## src/common/sbc_pkg.sv

```systemverilog
/*
  Shared constants for the converter bus controller: register offsets, field positions,
  reset values, timing counts and the sequencer state type.
  Assumes a 20 MHz ref_clk and a converter whose control strobes are driven by this controller.
*/
// Summary of operation
// - Start strobe held low at least 300 ns.
// - Read_not_write low starts, high reads result.
// - Deselecting either strobe ends the read.
// - Hold bipolar select low for unipolar.
// - Hold bipolar select high for bipolar.
package sbc_pkg;

  // ----------------------------------------------------------------
  // Register map, byte offsets on the AXI4-Lite bus.
  // ----------------------------------------------------------------
  localparam int ADDR_W = 8;
  localparam logic [7:0] REG_CTRL = 8'h00;
  localparam logic [7:0] REG_STATUS = 8'h04;
  localparam logic [7:0] REG_DATA = 8'h08;
  localparam logic [7:0] REG_IRQ_STAT = 8'h0c;
  localparam logic [7:0] REG_IRQ_MASK = 8'h10;

  // ----------------------------------------------------------------
  // Field positions and reset values.
  // ----------------------------------------------------------------
  localparam int CTRL_START = 0;
  localparam int CTRL_BIPOLAR = 1;
  localparam int CTRL_CODE = 2;
  localparam int CTRL_CONT = 3;
  localparam int STAT_BUSY = 0;
  localparam int STAT_PIN = 1;
  localparam int STAT_VALID = 2;
  localparam int IRQ_DONE = 0;
  localparam int IRQ_IGNORED = 1;
  localparam int IRQ_BITS = 2;
  localparam logic [2:0] CTRL_RESET = 3'h0;
  localparam logic [1:0] IRQ_RESET = 2'h0;
  localparam logic [7:0] DATA_RESET = 8'h00;

  // ----------------------------------------------------------------
  // Bus responses.
  // ----------------------------------------------------------------
  localparam logic [1:0] RESP_OKAY = 2'h0;
  localparam logic [1:0] RESP_SLVERR = 2'h2;

  // ----------------------------------------------------------------
  // Timing: figures in ns, counts derived from the clock period.
  // ----------------------------------------------------------------
  localparam int CLK_PERIOD_NS = 50;
  localparam int START_PULSE_NS = 300;
  localparam int STATUS_RISE_NS = 1000;
  localparam int READ_ACCESS_NS = 250;
  localparam int START_PULSE_CYC = (START_PULSE_NS + CLK_PERIOD_NS - 1) / CLK_PERIOD_NS;
  localparam int STATUS_RISE_CYC = (STATUS_RISE_NS / CLK_PERIOD_NS < 1) ? 1 : STATUS_RISE_NS / CLK_PERIOD_NS;
  localparam int READ_ACCESS_CYC = (READ_ACCESS_NS + CLK_PERIOD_NS - 1) / CLK_PERIOD_NS;

  // ----------------------------------------------------------------
  // Sequencer states.
  // ----------------------------------------------------------------
  typedef enum logic [3:0] {
    ST_IDLE = 4'h0,
    ST_WR_SETUP = 4'h1,
    ST_WR_STROBE = 4'h2,
    ST_WAIT_RISE = 4'h3,
    ST_WAIT_FALL = 4'h4,
    ST_RD_SETUP = 4'h5,
    ST_RD_STROBE = 4'h6,
    ST_RD_END = 4'h7
  } sbc_state_type;

endpackage : sbc_pkg

```

## src/logic/sbc_axil_slave.sv

```systemverilog
/*
  AXI4-Lite slave front end: turns bus channel handshakes into one-cycle register
  write and read requests. Assumes the parent answers a request combinationally.
*/
`timescale 1ns/10ps
`default_nettype none
module sbc_axil_slave
  import sbc_pkg::*;
(
  // Clock and reset.
  input wire logic ref_clk,
  input wire logic rst,
  // Write address and data channels.
  input wire logic [ADDR_W-1:0] s_awaddr,
  input wire logic s_awvalid,
  output logic s_awready,
  input wire logic [31:0] s_wdata,
  input wire logic [3:0] s_wstrb,
  input wire logic s_wvalid,
  output logic s_wready,
  // Write response channel.
  output logic [1:0] s_bresp,
  output logic s_bvalid,
  input wire logic s_bready,
  // Read channels.
  input wire logic [ADDR_W-1:0] s_araddr,
  input wire logic s_arvalid,
  output logic s_arready,
  output logic [31:0] s_rdata,
  output logic [1:0] s_rresp,
  output logic s_rvalid,
  input wire logic s_rready,
  // Register side.
  output logic wr_req,
  output logic [ADDR_W-1:0] wr_addr,
  output logic [31:0] wr_data,
  output logic [3:0] wr_strb,
  input wire logic wr_err,
  output logic rd_req,
  output logic [ADDR_W-1:0] rd_addr,
  input wire logic [31:0] rd_data,
  input wire logic rd_err
);

  // ----------------------------------------------------------------
  // Holding state for the write pair and the two responses.
  // ----------------------------------------------------------------
  logic aw_held, next_aw_held; // Write address captured.
  logic w_held, next_w_held; // Write data captured.
  logic [ADDR_W-1:0] next_wr_addr;
  logic [31:0] next_wr_data;
  logic [3:0] next_wr_strb;
  logic [1:0] next_bresp, next_rresp;
  logic next_bvalid, next_rvalid;
  logic [31:0] next_rdata;

  // Channels accept only while nothing is pending, so one write and one read at most.
  assign s_awready = !aw_held && !s_bvalid;
  assign s_wready = !w_held && !s_bvalid;
  assign s_arready = !s_rvalid;
  // The write is performed once both halves are held, whichever came first.
  assign wr_req = aw_held && w_held && !s_bvalid;
  assign rd_req = s_arvalid && s_arready;
  assign rd_addr = s_araddr;

  // Next values of the channel state.
  always_comb begin
    next_aw_held = aw_held;
    next_w_held = w_held;
    next_wr_addr = wr_addr;
    next_wr_data = wr_data;
    next_wr_strb = wr_strb;
    next_bvalid = s_bvalid;
    next_bresp = s_bresp;
    next_rvalid = s_rvalid;
    next_rresp = s_rresp;
    next_rdata = s_rdata;
    if (s_awvalid && s_awready) begin
      next_aw_held = 1'b1;
      next_wr_addr = s_awaddr;
    end
    if (s_wvalid && s_wready) begin
      next_w_held = 1'b1;
      next_wr_data = s_wdata;
      next_wr_strb = s_wstrb;
    end
    if (wr_req) begin
      // Response is registered; the halves are freed when it is taken.
      next_bvalid = 1'b1;
      next_bresp = wr_err ? RESP_SLVERR : RESP_OKAY;
    end else if (s_bvalid && s_bready) begin
      next_bvalid = 1'b0;
      next_aw_held = 1'b0;
      next_w_held = 1'b0;
    end
    if (rd_req) begin
      next_rvalid = 1'b1;
      next_rdata = rd_data;
      next_rresp = rd_err ? RESP_SLVERR : RESP_OKAY;
    end else if (s_rvalid && s_rready) begin
      next_rvalid = 1'b0;
    end
  end

  // Register stage.
  always_ff @(posedge ref_clk) begin
    if (rst) begin
      aw_held <= 1'b0;
      w_held <= 1'b0;
      wr_addr <= '0;
      wr_data <= 32'h0;
      wr_strb <= 4'h0;
      s_bvalid <= 1'b0;
      s_bresp <= RESP_OKAY;
      s_rvalid <= 1'b0;
      s_rresp <= RESP_OKAY;
      s_rdata <= 32'h0;
    end else begin
      aw_held <= next_aw_held;
      w_held <= next_w_held;
      wr_addr <= next_wr_addr;
      wr_data <= next_wr_data;
      wr_strb <= next_wr_strb;
      s_bvalid <= next_bvalid;
      s_bresp <= next_bresp;
      s_rvalid <= next_rvalid;
      s_rresp <= next_rresp;
      s_rdata <= next_rdata;
    end
  end

endmodule : sbc_axil_slave
`default_nettype wire

```

## src/logic/sbc_host_ctrl.sv

```systemverilog
/*
  Host-side controller for a bus-interfaced 8-bit converter: software orders a conversion
  over AXI4-Lite, the controller drives the chip strobes, waits out the status line,
  reads the result and raises an interrupt.
  Assumes converter pins synchronous to ref_clk and the data bus floated by the converter
  whenever it is not being read.
*/
`timescale 1ns/10ps
`default_nettype none
module sbc_host_ctrl
  import sbc_pkg::*;
#(
  parameter int START_CYC = START_PULSE_CYC,
  parameter int RISE_CYC = STATUS_RISE_CYC,
  parameter int READ_CYC = READ_ACCESS_CYC
) (
  // Clock and reset.
  input wire logic ref_clk,
  input wire logic rst,
  // AXI4-Lite write channels.
  input wire logic [ADDR_W-1:0] s_awaddr,
  input wire logic s_awvalid,
  output logic s_awready,
  input wire logic [31:0] s_wdata,
  input wire logic [3:0] s_wstrb,
  input wire logic s_wvalid,
  output logic s_wready,
  output logic [1:0] s_bresp,
  output logic s_bvalid,
  input wire logic s_bready,
  // AXI4-Lite read channels.
  input wire logic [ADDR_W-1:0] s_araddr,
  input wire logic s_arvalid,
  output logic s_arready,
  output logic [31:0] s_rdata,
  output logic [1:0] s_rresp,
  output logic s_rvalid,
  input wire logic s_rready,
  // Converter control pins.
  output logic adc_chip_enable_n,
  output logic adc_select_n,
  output logic adc_read_not_write,
  output logic adc_bipolar_select,
  output logic adc_output_code_select,
  // Converter status and data pins.
  input wire logic adc_status,
  input wire logic [7:0] adc_data,
  // Interrupt.
  output logic irq
);

  // ----------------------------------------------------------------
  // Parameter checks.
  // ----------------------------------------------------------------
  // The down-counter is eight bits wide, and a zero count would wrap its load to 255 and stretch the strobe or wait.
  // The start load carries one cycle of margin on top, so it must still fit eight bits.
  initial begin
    if (START_CYC < START_PULSE_CYC || START_CYC > 254 || RISE_CYC < 1 || RISE_CYC > 255 ||
        READ_CYC < 1 || READ_CYC > 255) begin
      $error("sbc_host_ctrl: timing parameter out of range");
    end
  end

  // The selects stay low for START_LOAD cycles, so START_CYC + 1 keeps the pulse above the minimum.
  localparam logic [7:0] START_LOAD = 8'(START_CYC + 1);
  localparam logic [7:0] RISE_LOAD = 8'(RISE_CYC - 1);
  localparam logic [7:0] READ_LOAD = 8'(READ_CYC - 1);

  // ----------------------------------------------------------------
  // Register decode.
  // ----------------------------------------------------------------
  // True for any offset that holds a register; used by both read and write paths.
  function automatic logic is_mapped(input logic [ADDR_W-1:0] addr);
    is_mapped = (addr == REG_CTRL) || (addr == REG_STATUS) || (addr == REG_DATA) ||
                (addr == REG_IRQ_STAT) || (addr == REG_IRQ_MASK);
  endfunction : is_mapped

  // ----------------------------------------------------------------
  // Bus front end.
  // ----------------------------------------------------------------
  logic wr_req; // One-cycle register write.
  logic [ADDR_W-1:0] wr_addr;
  logic [31:0] wr_data;
  logic [3:0] wr_strb;
  logic wr_err;
  logic rd_req; // One-cycle register read.
  logic [ADDR_W-1:0] rd_addr;
  logic [31:0] rd_data;
  logic rd_err;

  sbc_axil_slave u_bus (
    .ref_clk(ref_clk),
    .rst(rst),
    .s_awaddr(s_awaddr),
    .s_awvalid(s_awvalid),
    .s_awready(s_awready),
    .s_wdata(s_wdata),
    .s_wstrb(s_wstrb),
    .s_wvalid(s_wvalid),
    .s_wready(s_wready),
    .s_bresp(s_bresp),
    .s_bvalid(s_bvalid),
    .s_bready(s_bready),
    .s_araddr(s_araddr),
    .s_arvalid(s_arvalid),
    .s_arready(s_arready),
    .s_rdata(s_rdata),
    .s_rresp(s_rresp),
    .s_rvalid(s_rvalid),
    .s_rready(s_rready),
    .wr_req(wr_req),
    .wr_addr(wr_addr),
    .wr_data(wr_data),
    .wr_strb(wr_strb),
    .wr_err(wr_err),
    .rd_req(rd_req),
    .rd_addr(rd_addr),
    .rd_data(rd_data),
    .rd_err(rd_err)
  );

  // ----------------------------------------------------------------
  // State.
  // ----------------------------------------------------------------
  sbc_state_type state, next_state; // Sequencer position.
  logic [7:0] count, next_count; // Down-counter for strobe and wait times.
  logic [2:0] ctrl, next_ctrl; // Stored bipolar, code and continuous bits.
  logic [7:0] result, next_result; // Last result read from the converter.
  logic valid, next_valid; // Result register holds a fresh value.
  logic [IRQ_BITS-1:0] irq_stat, next_irq_stat; // Sticky event bits.
  logic [IRQ_BITS-1:0] irq_mask, next_irq_mask; // Interrupt enables.
  logic [IRQ_BITS-1:0] irq_set; // Events of this cycle.
  logic [IRQ_BITS-1:0] irq_clr; // Write-one-to-clear of this cycle.
  logic next_ce_n, next_cs_n, next_rnw; // Strobe pin next values.
  logic next_bip, next_code; // Mode pin next values.
  logic start_req; // Software asked for a conversion.
  logic wr_byte0; // Write touches the low byte.

  assign wr_byte0 = wr_req && wr_strb[0];
  assign start_req = wr_byte0 && (wr_addr == REG_CTRL) && wr_data[CTRL_START];
  assign wr_err = !is_mapped(wr_addr);

  // ----------------------------------------------------------------
  // Read path.
  // ----------------------------------------------------------------
  // Unmapped offsets answer SLVERR with zero data; unused bits read as zero.
  always_comb begin
    rd_data = 32'h0;
    rd_err = 1'b0;
    case (rd_addr)
      REG_CTRL: rd_data[CTRL_CONT:CTRL_BIPOLAR] = ctrl;
      REG_STATUS: begin
        rd_data[STAT_BUSY] = (state != ST_IDLE);
        rd_data[STAT_PIN] = adc_status;
        rd_data[STAT_VALID] = valid;
      end
      REG_DATA: rd_data[7:0] = result;
      REG_IRQ_STAT: rd_data[IRQ_BITS-1:0] = irq_stat;
      REG_IRQ_MASK: rd_data[IRQ_BITS-1:0] = irq_mask;
      default: rd_err = !is_mapped(rd_addr);
    endcase
  end

  // ----------------------------------------------------------------
  // Sequencer.
  // ----------------------------------------------------------------
  // Strobes are registered so the pins never glitch; read_not_write is always settled
  // one cycle before the selects fall, so the converter sees one operation only.
  always_comb begin
    next_state = state;
    next_count = count;
    next_ce_n = adc_chip_enable_n;
    next_cs_n = adc_select_n;
    next_rnw = adc_read_not_write;
    next_bip = adc_bipolar_select;
    next_code = adc_output_code_select;
    next_result = result;
    next_valid = valid;
    irq_set = '0;
    // A start while the sequence runs is refused and reported, never queued.
    if (start_req && state != ST_IDLE) begin
      irq_set[IRQ_IGNORED] = 1'b1;
    end
    case (state)
      ST_IDLE: begin
        // Selects released and data bus left alone until software orders a start.
        next_ce_n = 1'b1;
        next_cs_n = 1'b1;
        next_rnw = 1'b1;
        if (start_req) begin
          // Mode pins are set up before the strobe so they are sampled at start.
          next_bip = wr_data[CTRL_BIPOLAR];
          next_code = wr_data[CTRL_CODE];
          next_valid = 1'b0;
          next_state = ST_WR_SETUP;
        end
      end
      ST_WR_SETUP: begin
        next_rnw = 1'b0;
        next_state = ST_WR_STROBE;
        next_count = START_LOAD;
      end
      ST_WR_STROBE: begin
        // Both selects are low for at least the minimum start pulse.
        next_ce_n = 1'b0;
        next_cs_n = 1'b0;
        if (count != 8'h00) begin
          next_count = count - 8'h01;
        end else if (!ctrl[CTRL_CONT - 1]) begin
          // Continuous mode keeps all three low so the converter reconverts.
          next_ce_n = 1'b1;
          next_cs_n = 1'b1;
          next_count = RISE_LOAD;
          next_state = ST_WAIT_RISE;
        end
      end
      ST_WAIT_RISE: begin
        // Status may already have come and gone in a short part; give up after a bound.
        if (adc_status || count == 8'h00) begin
          next_state = ST_WAIT_FALL;
        end else begin
          next_count = count - 8'h01;
        end
      end
      ST_WAIT_FALL: begin
        // Never read while status is high: the outputs stay floated then.
        if (!adc_status) begin
          next_rnw = 1'b1;
          next_state = ST_RD_SETUP;
        end
      end
      ST_RD_SETUP: begin
        next_ce_n = 1'b0;
        next_cs_n = 1'b0;
        next_count = READ_LOAD;
        next_state = ST_RD_STROBE;
      end
      ST_RD_STROBE: begin
        if (count != 8'h00) begin
          next_count = count - 8'h01;
        end else begin
          // Sample at the end of the access time, then release both selects.
          next_result = adc_data;
          next_valid = 1'b1;
          next_ce_n = 1'b1;
          next_cs_n = 1'b1;
          next_state = ST_RD_END;
        end
      end
      ST_RD_END: begin
        irq_set[IRQ_DONE] = 1'b1;
        next_state = ST_IDLE;
      end
      default: begin
        next_ce_n = 1'b1;
        next_cs_n = 1'b1;
        next_rnw = 1'b1;
        next_state = ST_IDLE;
      end
    endcase
  end

  // ----------------------------------------------------------------
  // Software registers.
  // ----------------------------------------------------------------
  // Control bits may change at any time; bipolar and code reach the pins only at the next start, while the continuous bit acts at once.
  always_comb begin
    next_ctrl = ctrl;
    next_irq_mask = irq_mask;
    irq_clr = '0;
    if (wr_byte0) begin
      case (wr_addr)
        REG_CTRL: next_ctrl = wr_data[CTRL_CONT:CTRL_BIPOLAR];
        REG_IRQ_MASK: next_irq_mask = wr_data[IRQ_BITS-1:0];
        REG_IRQ_STAT: irq_clr = wr_data[IRQ_BITS-1:0];
        default: next_ctrl = ctrl;
      endcase
    end
  end

  // Each sticky bit is set by its event and cleared by a written one; set wins.
  genvar gi;
  generate
    for (gi = 0; gi < IRQ_BITS; gi++) begin : g_irq
      assign next_irq_stat[gi] = irq_set[gi] | (irq_stat[gi] & ~irq_clr[gi]);
    end
  endgenerate

  assign irq = |(irq_stat & irq_mask);

  // ----------------------------------------------------------------
  // Register stage.
  // ----------------------------------------------------------------
  always_ff @(posedge ref_clk) begin
    if (rst) begin
      state <= ST_IDLE;
      count <= 8'h00;
      ctrl <= CTRL_RESET;
      result <= DATA_RESET;
      valid <= 1'b0;
      irq_stat <= IRQ_RESET;
      irq_mask <= IRQ_RESET;
      adc_chip_enable_n <= 1'b1;
      adc_select_n <= 1'b1;
      adc_read_not_write <= 1'b1;
      adc_bipolar_select <= 1'b0;
      adc_output_code_select <= 1'b0;
    end else begin
      state <= next_state;
      count <= next_count;
      ctrl <= next_ctrl;
      result <= next_result;
      valid <= next_valid;
      irq_stat <= next_irq_stat;
      irq_mask <= next_irq_mask;
      adc_chip_enable_n <= next_ce_n;
      adc_select_n <= next_cs_n;
      adc_read_not_write <= next_rnw;
      adc_bipolar_select <= next_bip;
      adc_output_code_select <= next_code;
    end
  end

endmodule : sbc_host_ctrl
`default_nettype wire

```

## config.mk

```make
export PLATFORM = sky130hd
export DESIGN_NAME = sbc_host_ctrl
export DESIGN_NICKNAME = d
export VERILOG_FILES = /design/src/common/sbc_pkg.sv /design/src/logic/sbc_axil_slave.sv /design/src/logic/sbc_host_ctrl.sv
export SDC_FILE = /design/constraint.sdc
export NUM_CORES = 1
export LEC_CHECK = 0
export BUFFER_PORTS_ARGS = -buffer_cell sky130_fd_sc_hd__buf_2
export CORE_ASPECT_RATIO = 0.7
export CORE_MARGIN = 2
export CORE_UTILIZATION = 44
export CTS_CLUSTER_DIAMETER = 40
export CTS_CLUSTER_SIZE = 25
export DETAILED_ROUTE_END_ITERATION = 7
export GPL_ROUTABILITY_DRIVEN = 0
export PLACE_DENSITY_LB_ADDON = 0.2
export SYNTH_ARGS = -nofsm -noshare
export SYNTH_HDL_FRONTEND = slang
export SYNTH_SLANG_ARGS = --single-unit
```

## constraint.sdc

```tcl
create_clock -name ref_clk -period 1.92 [get_ports ref_clk]
set_input_delay 0.288 -clock ref_clk [delete_from_list [all_inputs] [get_ports ref_clk]]
set_output_delay 0.288 -clock ref_clk [all_outputs]
set_load 0.005 [all_outputs]
```

==> Word level (Yosys, flattened, before mapping) <==
Cells that the tools add are included.
{ "totals": {"register_bits": 61, "latch_bits": 0, "ramBits": 0, "rom_bits": 0, "inputBits": 68, "out_inout_bits": 47, "wordCells": 148, "mem_count": 0} }
{ "op_classes": {"n_addsub": 1, "n_mul": 0, "div_mod_pow": 0, "magnitude_cmp": 0, "eq_ne": 24, "n_shift": 0, "n_mux": 42, "n_bitwise": 10, "reduce_logical": 50} }
{ "op_table": {"columns": ["operator", "count"], "rows": [
  ["$pmux 8 s5", 1],
  ["$eq 8x4->1 const B", 4],
  ["$mux 8", 4],
  ["$mux 4", 7],
  ["$pmux 4 s7", 1],
  ["$logic_not 8->1", 3],
  ["$mux 1", 18],
  ["$eq 4x3->1 const B", 4],
  ["$eq 8x3->1 const B", 2],
  ["$eq 8x5->1 const B", 2],
  ["$ne 2x2->1 const B", 8],
  ["$logic_and 1x1->1", 13],
  ["$reduce_and 2->1", 6],
  ["$reduce_or 5->1", 2],
  ["$logic_or 1x1->1", 9],
  ["$eq 4x2->1 const B", 2],
  ["$mux 2", 4],
  ["$pmux 1 s4", 2],
  ["$reduce_bool 8->1", 1],
  ["$sub 8x1->8 const B", 1],
  ["$pmux 1 s3", 2],
  ["$reduce_and 6->1", 1],
  ["$reduce_bool 2->1", 3],
  ["$logic_not 1->1", 5],
  ["15 further kinds", 22]
]} }

==> Depth between registers and ports, before layout <==
Gate-level depths: netlist of run 1.
{ "logic_depth": {"depth_word": 8, "depth_mapped": 8, "ltp_nobuf": 7} }

==> Modules after synthesis <==
A second synthesis of run 1 with hierarchy kept.
{ "unflattened": {"cells_unflattened": 587, "hier_area_um2": 4742.0} }
{ "by_module_without_submodules": {"columns": ["module", "n_inst", "cells_per_inst", "area_per_inst_um2", "seq_area_each_um2"], "rows": [
  ["sbc_axil_slave", 1, 372, 3000.4, 1641.6],
  ["sbc_host_ctrl", 1, 215, 1741.7, 620.6]
]} }

==> Worst setup path before layout of run 1 <==
Ideal clock, no wire load.
{ "synth_timing": {"path_kind": "register to register", "startpoint": "register count[0]", "endpoint": "register count[3]", "setup_ns": 0.117, "arrival_time_ns": 1.915, "t_required_ns": 1.803, "setup_slack_ns": -0.113, "path_stages_with_launch": 8, "n_path_buf": 1, "period_less_slack_ns": 2.033, "cell_sequence": "dfxtp_1 inv_1 ha_1 or4b_1 buf_2 o41ai_4 o221ai_2 a32o_1"} }
{ "synth_between": {"elab_chain_len": 4, "word_cells_on_any_way": 12, "classes_between": "add/sub: 1; eq/ne: 3; mux: 4; reduce/logical: 4"} }
{ "synth_lines": {"columns": ["item", "line", "source"], "rows": [
  ["start: declaration", "sbc_host_ctrl.sv:126", "logic [7:0] count, next_count;"],
  ["start signal: assignment", "sbc_host_ctrl.sv:310", "count <= next_count;"],
  ["parallel branches: the longest is 4 deep, another holds $sub 8x1->8", null, null]
]} }
Several ways; the timed one is not identified. The select of a mux whose other input is x is not followed.
A chain may end at the register's enable or synchronous reset.

==> Worst setup path after layout of run 1 <==
{ "layout_timing": {"startpoint": "register count[1]", "endpoint": "register count[3]"} }
The elaborated chain is that of the path after synthesis.

==> impl_metrics.tcl, run 1 <==
set metrics [dict create \
    path_max_fanout 5 \
    tritoncts "done" \
    clock_sinks 58 \
    cts_root_buf "clkbuf_8" \
    status "complete, but fails checks" \
    skew_ps 8.88 \
    clk_latency_ps 330 \
    antenna_found_initial 0 \
    die_area_um2 7260 \
    hold_path.class "in -> reg" \
    critPathCaptureType "flop" \
    grt_pass1_wl_mm 11.3 \
    tns_ps -1.48 \
    htreeDepth 3 \
    hold_viol_final 0 \
    utilization 0.576 \
    p_sw_uw 648 \
    num_vias 2572 \
    fill_cells 591 \
    ys_warn_count 0 \
    cpPeakStageDelay_ps 520 \
    p_per_area_nw_per_um2 818 \
    yosys_register_bits 58 \
    numCtsBuffers 9 \
    initial_utilization 0.460 \
    crit_type "reg -> reg" \
    vdd_drop_max_uv 487 \
    min_period_ps 1920 \
    max_freq_mhz 520 \
    io_pins 115 \
    grt_pass1_vias 2330 \
    multiInputGateArea_um2 1580 \
    path_cells "inv_2 -> ha_4 -> or4b_4 -> o41ai_4 -> buf_4 -> o221ai_2 -> a32o_1" \
    grt_overflow 0 \
    intPower_uw 2320 \
    dp_slack_ps 1.21 \
    p_sw_frac 0.218 \
    synth.avg_cell_area_um2 8.45 \
    drv_cap 0 \
    rows 24 \
    ys_seq_area_frac 0.401 \
    start_kind "flop" \
    fp.dieW_um 101 \
    n_antenna_cell 0 \
    synthCells 343 \
    rsz0062_at_grt "true" \
    ys_top_cells_by_area "dfxtp_1 40%, buf_4 7.0%, mux2i_1 6.9%, nand2_1 5.2%, nor2_1 4.9%" \
    final-max-slew-violation-count 0 \
    min_period_over_period 1.00 \
    power.share.clock 0.503 \
    cts_buffer_depth 2 \
    synth_edf_count 0 \
    drtPass1Iterations 4 \
    finalNonFillerCells 498 \
    area_delta_synth_final_pct 25.2 \
    setup_viol 1 \
    ys_async_sr_fraction 0 \
    yosys.area.top_type "dfxtp_1" \
    nets 484 \
    fin_ws_ps -1.48 \
    ctsHoldBuffers 0 \
    dpl.hpwl_mm 4.96 \
    coreArea_um2 6310 \
    slowest_stage "or4b_4" \
    violations "setup timing" \
    placed_cells_incl_taps 481 \
    drt-initial-drc-count 81 \
    yosysUniqueCellTypes 58 \
    io_buffers 57 \
    seqPwrFrac 0.425 \
    synth.top_cell.area_share 0.401 \
    ant_nets 0 \
    drc_errors 0 \
    clk_pin_slew_worst_paths_ps 70 \
    die_h_um 71.9 \
    crit_required_ps 2140 \
    vias_per_cell 5.16 \
    p_leak_uw 0.00153 \
    grt_max_degree 37 \
    wire_per_inst_um 13.9 \
    netlist_area_um2 2900 \
    synthFlopType "dfxtp_1" \
    drive_gt1_frac 0.295 \
    crit_arrival_ps 2140 \
    p_comb_frac 0.072 \
    regArea_um2 1160 \
    grt.total_usage 0.197 \
    postRouteWirelength_mm 6.92 \
]
==> flip-flops by register name, summed over array words and instances, names as in the netlist, 2 cells and up <==
name / cells
count: 8
result: 8
u_bus.s_rdata: 8
u_bus.wr_addr: 8
u_bus.wr_data: 4
ctrl: 3
state: 3
irq_mask: 2
irq_stat: 2
==> timing repair <==
item / in CTS / in global routing
gates resized for setup: 3 / 12
setup endpoints to repair: 4 / 17
cloned: 0 / 0
pin swaps: 2 / 9
setup buffers: 0 / 1
==> layout make-up <==
class,instances,area share
sequential,58,0.320
clock buffer,9,0.0341
timing repair buffer,82,0.136
clock inverter,7,0.0389
inverter,8,0.00827
multi-input combinational,256,0.436
tap,78,0.0269
==> logic make-up after synthesis <==
family | Yosys count | share of synthesized area
AOI/OAI and AO/OA | 74 | 0.181
adders and majority gates | 1 | 0.00432
buffers and inverters | 54 | 0.105
DFF | 58 | 0.401
muxes | 21 | 0.0768
other | 1 | 0.00129
and+or+nand+nor | 134 | 0.230
==> layer usage <==
| layer | GRT usage | wire (µm) | vias up |
|---|---|---|---|
| li1 | - | - | 1309 |
| met1 | 0.281 | 3470 | 1173 |
| met2 | 0.290 | 2930 | 86 |
| met3 | 0.0636 | 468 | 4 |
| met4 | 0.0495 | 50 | 0 |
| met5 | 0 | 0 | - |
==> synthesized netlist by cell type, types with 2 or more instances <==
cell,n
a21o_1,2
nor2_1,38
o21bai_1,2
buf_4,27
o21ai_0,13
and2_1,2
or3_1,3
nand2b_1,5
nand3_1,6
a22oi_1,6
a211oi_1,2
or4_1,2
nand3b_1,4
nor4_1,4
a21oi_1,24
inv_1,8
mux2i_1,20
clkbuf_1,17
nor3_1,10
a32o_1,4
nand4_1,4
nand2_1,40
a32oi_1,3
nor2b_1,6
dfxtp_1,58
==> critical path: cells and delay by family (launching register included) <==
family,cells,cell delay (ps)
buf+inv,2,240
flops,1,320
compound gates,3,600
fa+ha+maj,1,140
simple gates,1,520
==> power by group through the flow <==
stage	Sequential [µW]	Clock [µW]	Combinational, µW
4_1_cts	1260	1520	214
2_1_floorplan	1280	0	167
3_5_place_dp	1290	0	210
5_1_grt	1260	1580	241
3_3_place_gp	1290	0	204
6_report	1260	1490	214
==> final timing paths <==
path,startpoint,end,slack (ps),cells past startpoint
min reg2reg,result[5],result[5],450,2
min,s_rready,u_bus.s_rvalid,140,2
max reg2reg,count[1],count[3],-1,7
max,count[1],count[3],-1,7
==> per-stage QoR <==
stage	cell area, µm²	hold slack [ps]	power [µW]
detailed placement	3310	445	1500
finish	3630	138	2970
floorplan	3020	387	1450
global placement	3310	439	1490
global route	3630	120	3080
CTS	3580	120	3000
==> cell usage in the layout, fill, tap and decap left out, types with 5 or more instances in the layout <==
cell	instances
buf_2	57
dfxtp_1	56
nand2_1	38
nor2_1	36
conb_1	26
a21oi_1	22
buf_4	22
mux2i_1	20
nor3_1	10
o21ai_0	10
clkbuf_8	9
inv_1	6
nand3_1	6
nor2b_1	6
a22oi_1	6
nand2b_1	5
Power figures use the tool's default switching activity.
==> run 2, diff against run 1 <==
--- a/config.mk
+++ b/config.mk
@@ -13,7 +13,7 @@
 export CTS_CLUSTER_SIZE = 25
 export DETAILED_ROUTE_END_ITERATION = 7
 export GPL_ROUTABILITY_DRIVEN = 0
-export PLACE_DENSITY_LB_ADDON = 0.2
+export PLACE_DENSITY = 0.86
 export SYNTH_ARGS = -nofsm -noshare
 export SYNTH_HDL_FRONTEND = slang
 export SYNTH_SLANG_ARGS = --single-unit
==> run 2 against run 1 <==
Effect of this change:
- the run now ends clean
- core utilization fell by 2.7 points
- sequential share of layout area rose by 1.6 points
- highest routed layer unchanged
- critical path type unchanged
- clock power fell by 38%
- setup slack improved by 9.5 ps
- fmax rose by 0.50%
- sequential power barely moved
==> impl_metrics.tcl, run 2 (synthesis results as in run 1) <==
set metrics [dict create \
    status "complete, no violations" \
    p_per_area_nw_per_um2 694 \
    drv_cap 0 \
    clk_pin_slew_worst_paths_ps 60 \
    postRouteWirelength_mm 6.89 \
    r2r-start "count[1]" \
    drc_errors 0 \
    dpl.hpwl_mm 5.18 \
    rsz0062_at_grt "true" \
    crit_type "reg -> reg" \
    min_period_over_period 0.996 \
    n_antenna_cell 0 \
    grt_max_degree 41 \
    numCtsBuffers 9 \
    final_area_um2 3460 \
    crit_arrival_ps 2160 \
    io_buffers 57 \
    coreArea_um2 6310 \
    vdd_drop_max_uv 576 \
    num_vias 2637 \
    path_max_fanout 5 \
    grt_overflow 0 \
    htreeDepth 3 \
    cts_root_buf "clkbuf_8" \
    wire_per_inst_um 14.0 \
    layout_commonest_cell "buf_2" \
    finalNonFillerCells 492 \
    ctsHoldBuffers 0 \
    hold_viol_final 0 \
    max_freq_mhz 523 \
    placed_area_um2 3270 \
    critPathCaptureType "flop" \
    drive_gt1_frac 0.271 \
    drt-initial-drc-count 130 \
    clk_latency_ps 340 \
    grt.total_usage 0.202 \
    io_pins 115 \
    layout_common_cells "57 x buf_2, 56 x dfxtp_1, 40 x nand2_1, 37 x nor2_1, 26 x conb_1" \
    die_h_um 71.9 \
    tritoncts "done" \
    initial_utilization 0.460 \
    rrSetupSlack_ps 8 \
    hold_start "s_rready" \
    antenna_found_initial 0 \
    p_leak_uw 0.00146 \
    drtPass1Iterations 5 \
    hold_path.class "in -> reg" \
    placed_cells_incl_taps 477 \
    final-max-slew-violation-count 0 \
    fill_cells 569 \
    holdWs_ps 135 \
    vias_per_cell 5.36 \
    skew_ps 5.85 \
    crit_required_ps 2170 \
    grt_pass1_vias 2513 \
    clock_sinks 58 \
    setup_viol 0 \
    cts_buffer_depth 2 \
    rows 24 \
    grt_pass1_wl_mm 11.5 \
    min_period_ps 1910 \
    ant_nets 0 \
    area_delta_synth_final_pct 19.3 \
    crit_start "count[1]" \
    fp.dieW_um 101 \
    die_area_um2 7260 \
    nets 480 \
    start_kind "flop" \
]
[run 2: area by class of cell]
class | instances | area [µm²] | share of cell area
multi-input cells | 256 | 1560 | 0.452
flip-flops and latches | 58 | 1160 | 0.336
repair buffers | 78 | 447 | 0.129
clock buffers | 11 | 141 | 0.0409
well taps | 78 | 97.6 | 0.0282
inverters | 8 | 30.0 | 0.00868
clock inverters | 3 | 17.5 | 0.00507
[run 2: report_power, final]
group          switching (µW)  total, µW  internal (µW)
registers                28.2       1260           1230
clock network             447        930            483
logic                     118        210           91.9
[run 2: metal layers]
layer  track usage  routed length, µm
met1         0.268               3160
met2         0.306               3180
met3        0.0819                498
met4        0.0556                 45
met5             0                  0
[run 2: what timing repair did]
action / CTS / global route
setup endpoints to repair: 2 / 18
setup buffers: 1 / 0
gates cloned: 0 / 0
pin swaps: 1 / 3
resized for setup: 0 / 8
[run 2: stage by stage]
step	setup slack, ps	util	power (µW)	TNS (ps)
2_1_floorplan	-26.6	-	1450	-26.6
3_3_place_gp	54.9	0.519	1480	0
3_5_place_dp	-28.8	0.519	1490	-40.5
4_1_cts	2.32	0.545	2420	0
5_1_grt	-99.0	0.548	2510	-319
6_report	8.04	0.548	2400	0
[run 2: worst max-delay path, stage by stage (launching register included)]
cell and delay, ps:
dfxtp_2 320, inv_2 60, ha_4 130, or4b_4 510, nor2_1 190, a31oi_1 110, or2_2 290, a221oi_2 220
[run 2: final timing paths]
| path | depth (start not counted) | to |
|---|---|---|
| hold / removal | 2 | u_bus.s_rvalid |
| hold reg to reg | 2 | result[6] |
| setup / recovery | 7 | state[0] |
| setup reg to reg | 7 | state[0] |
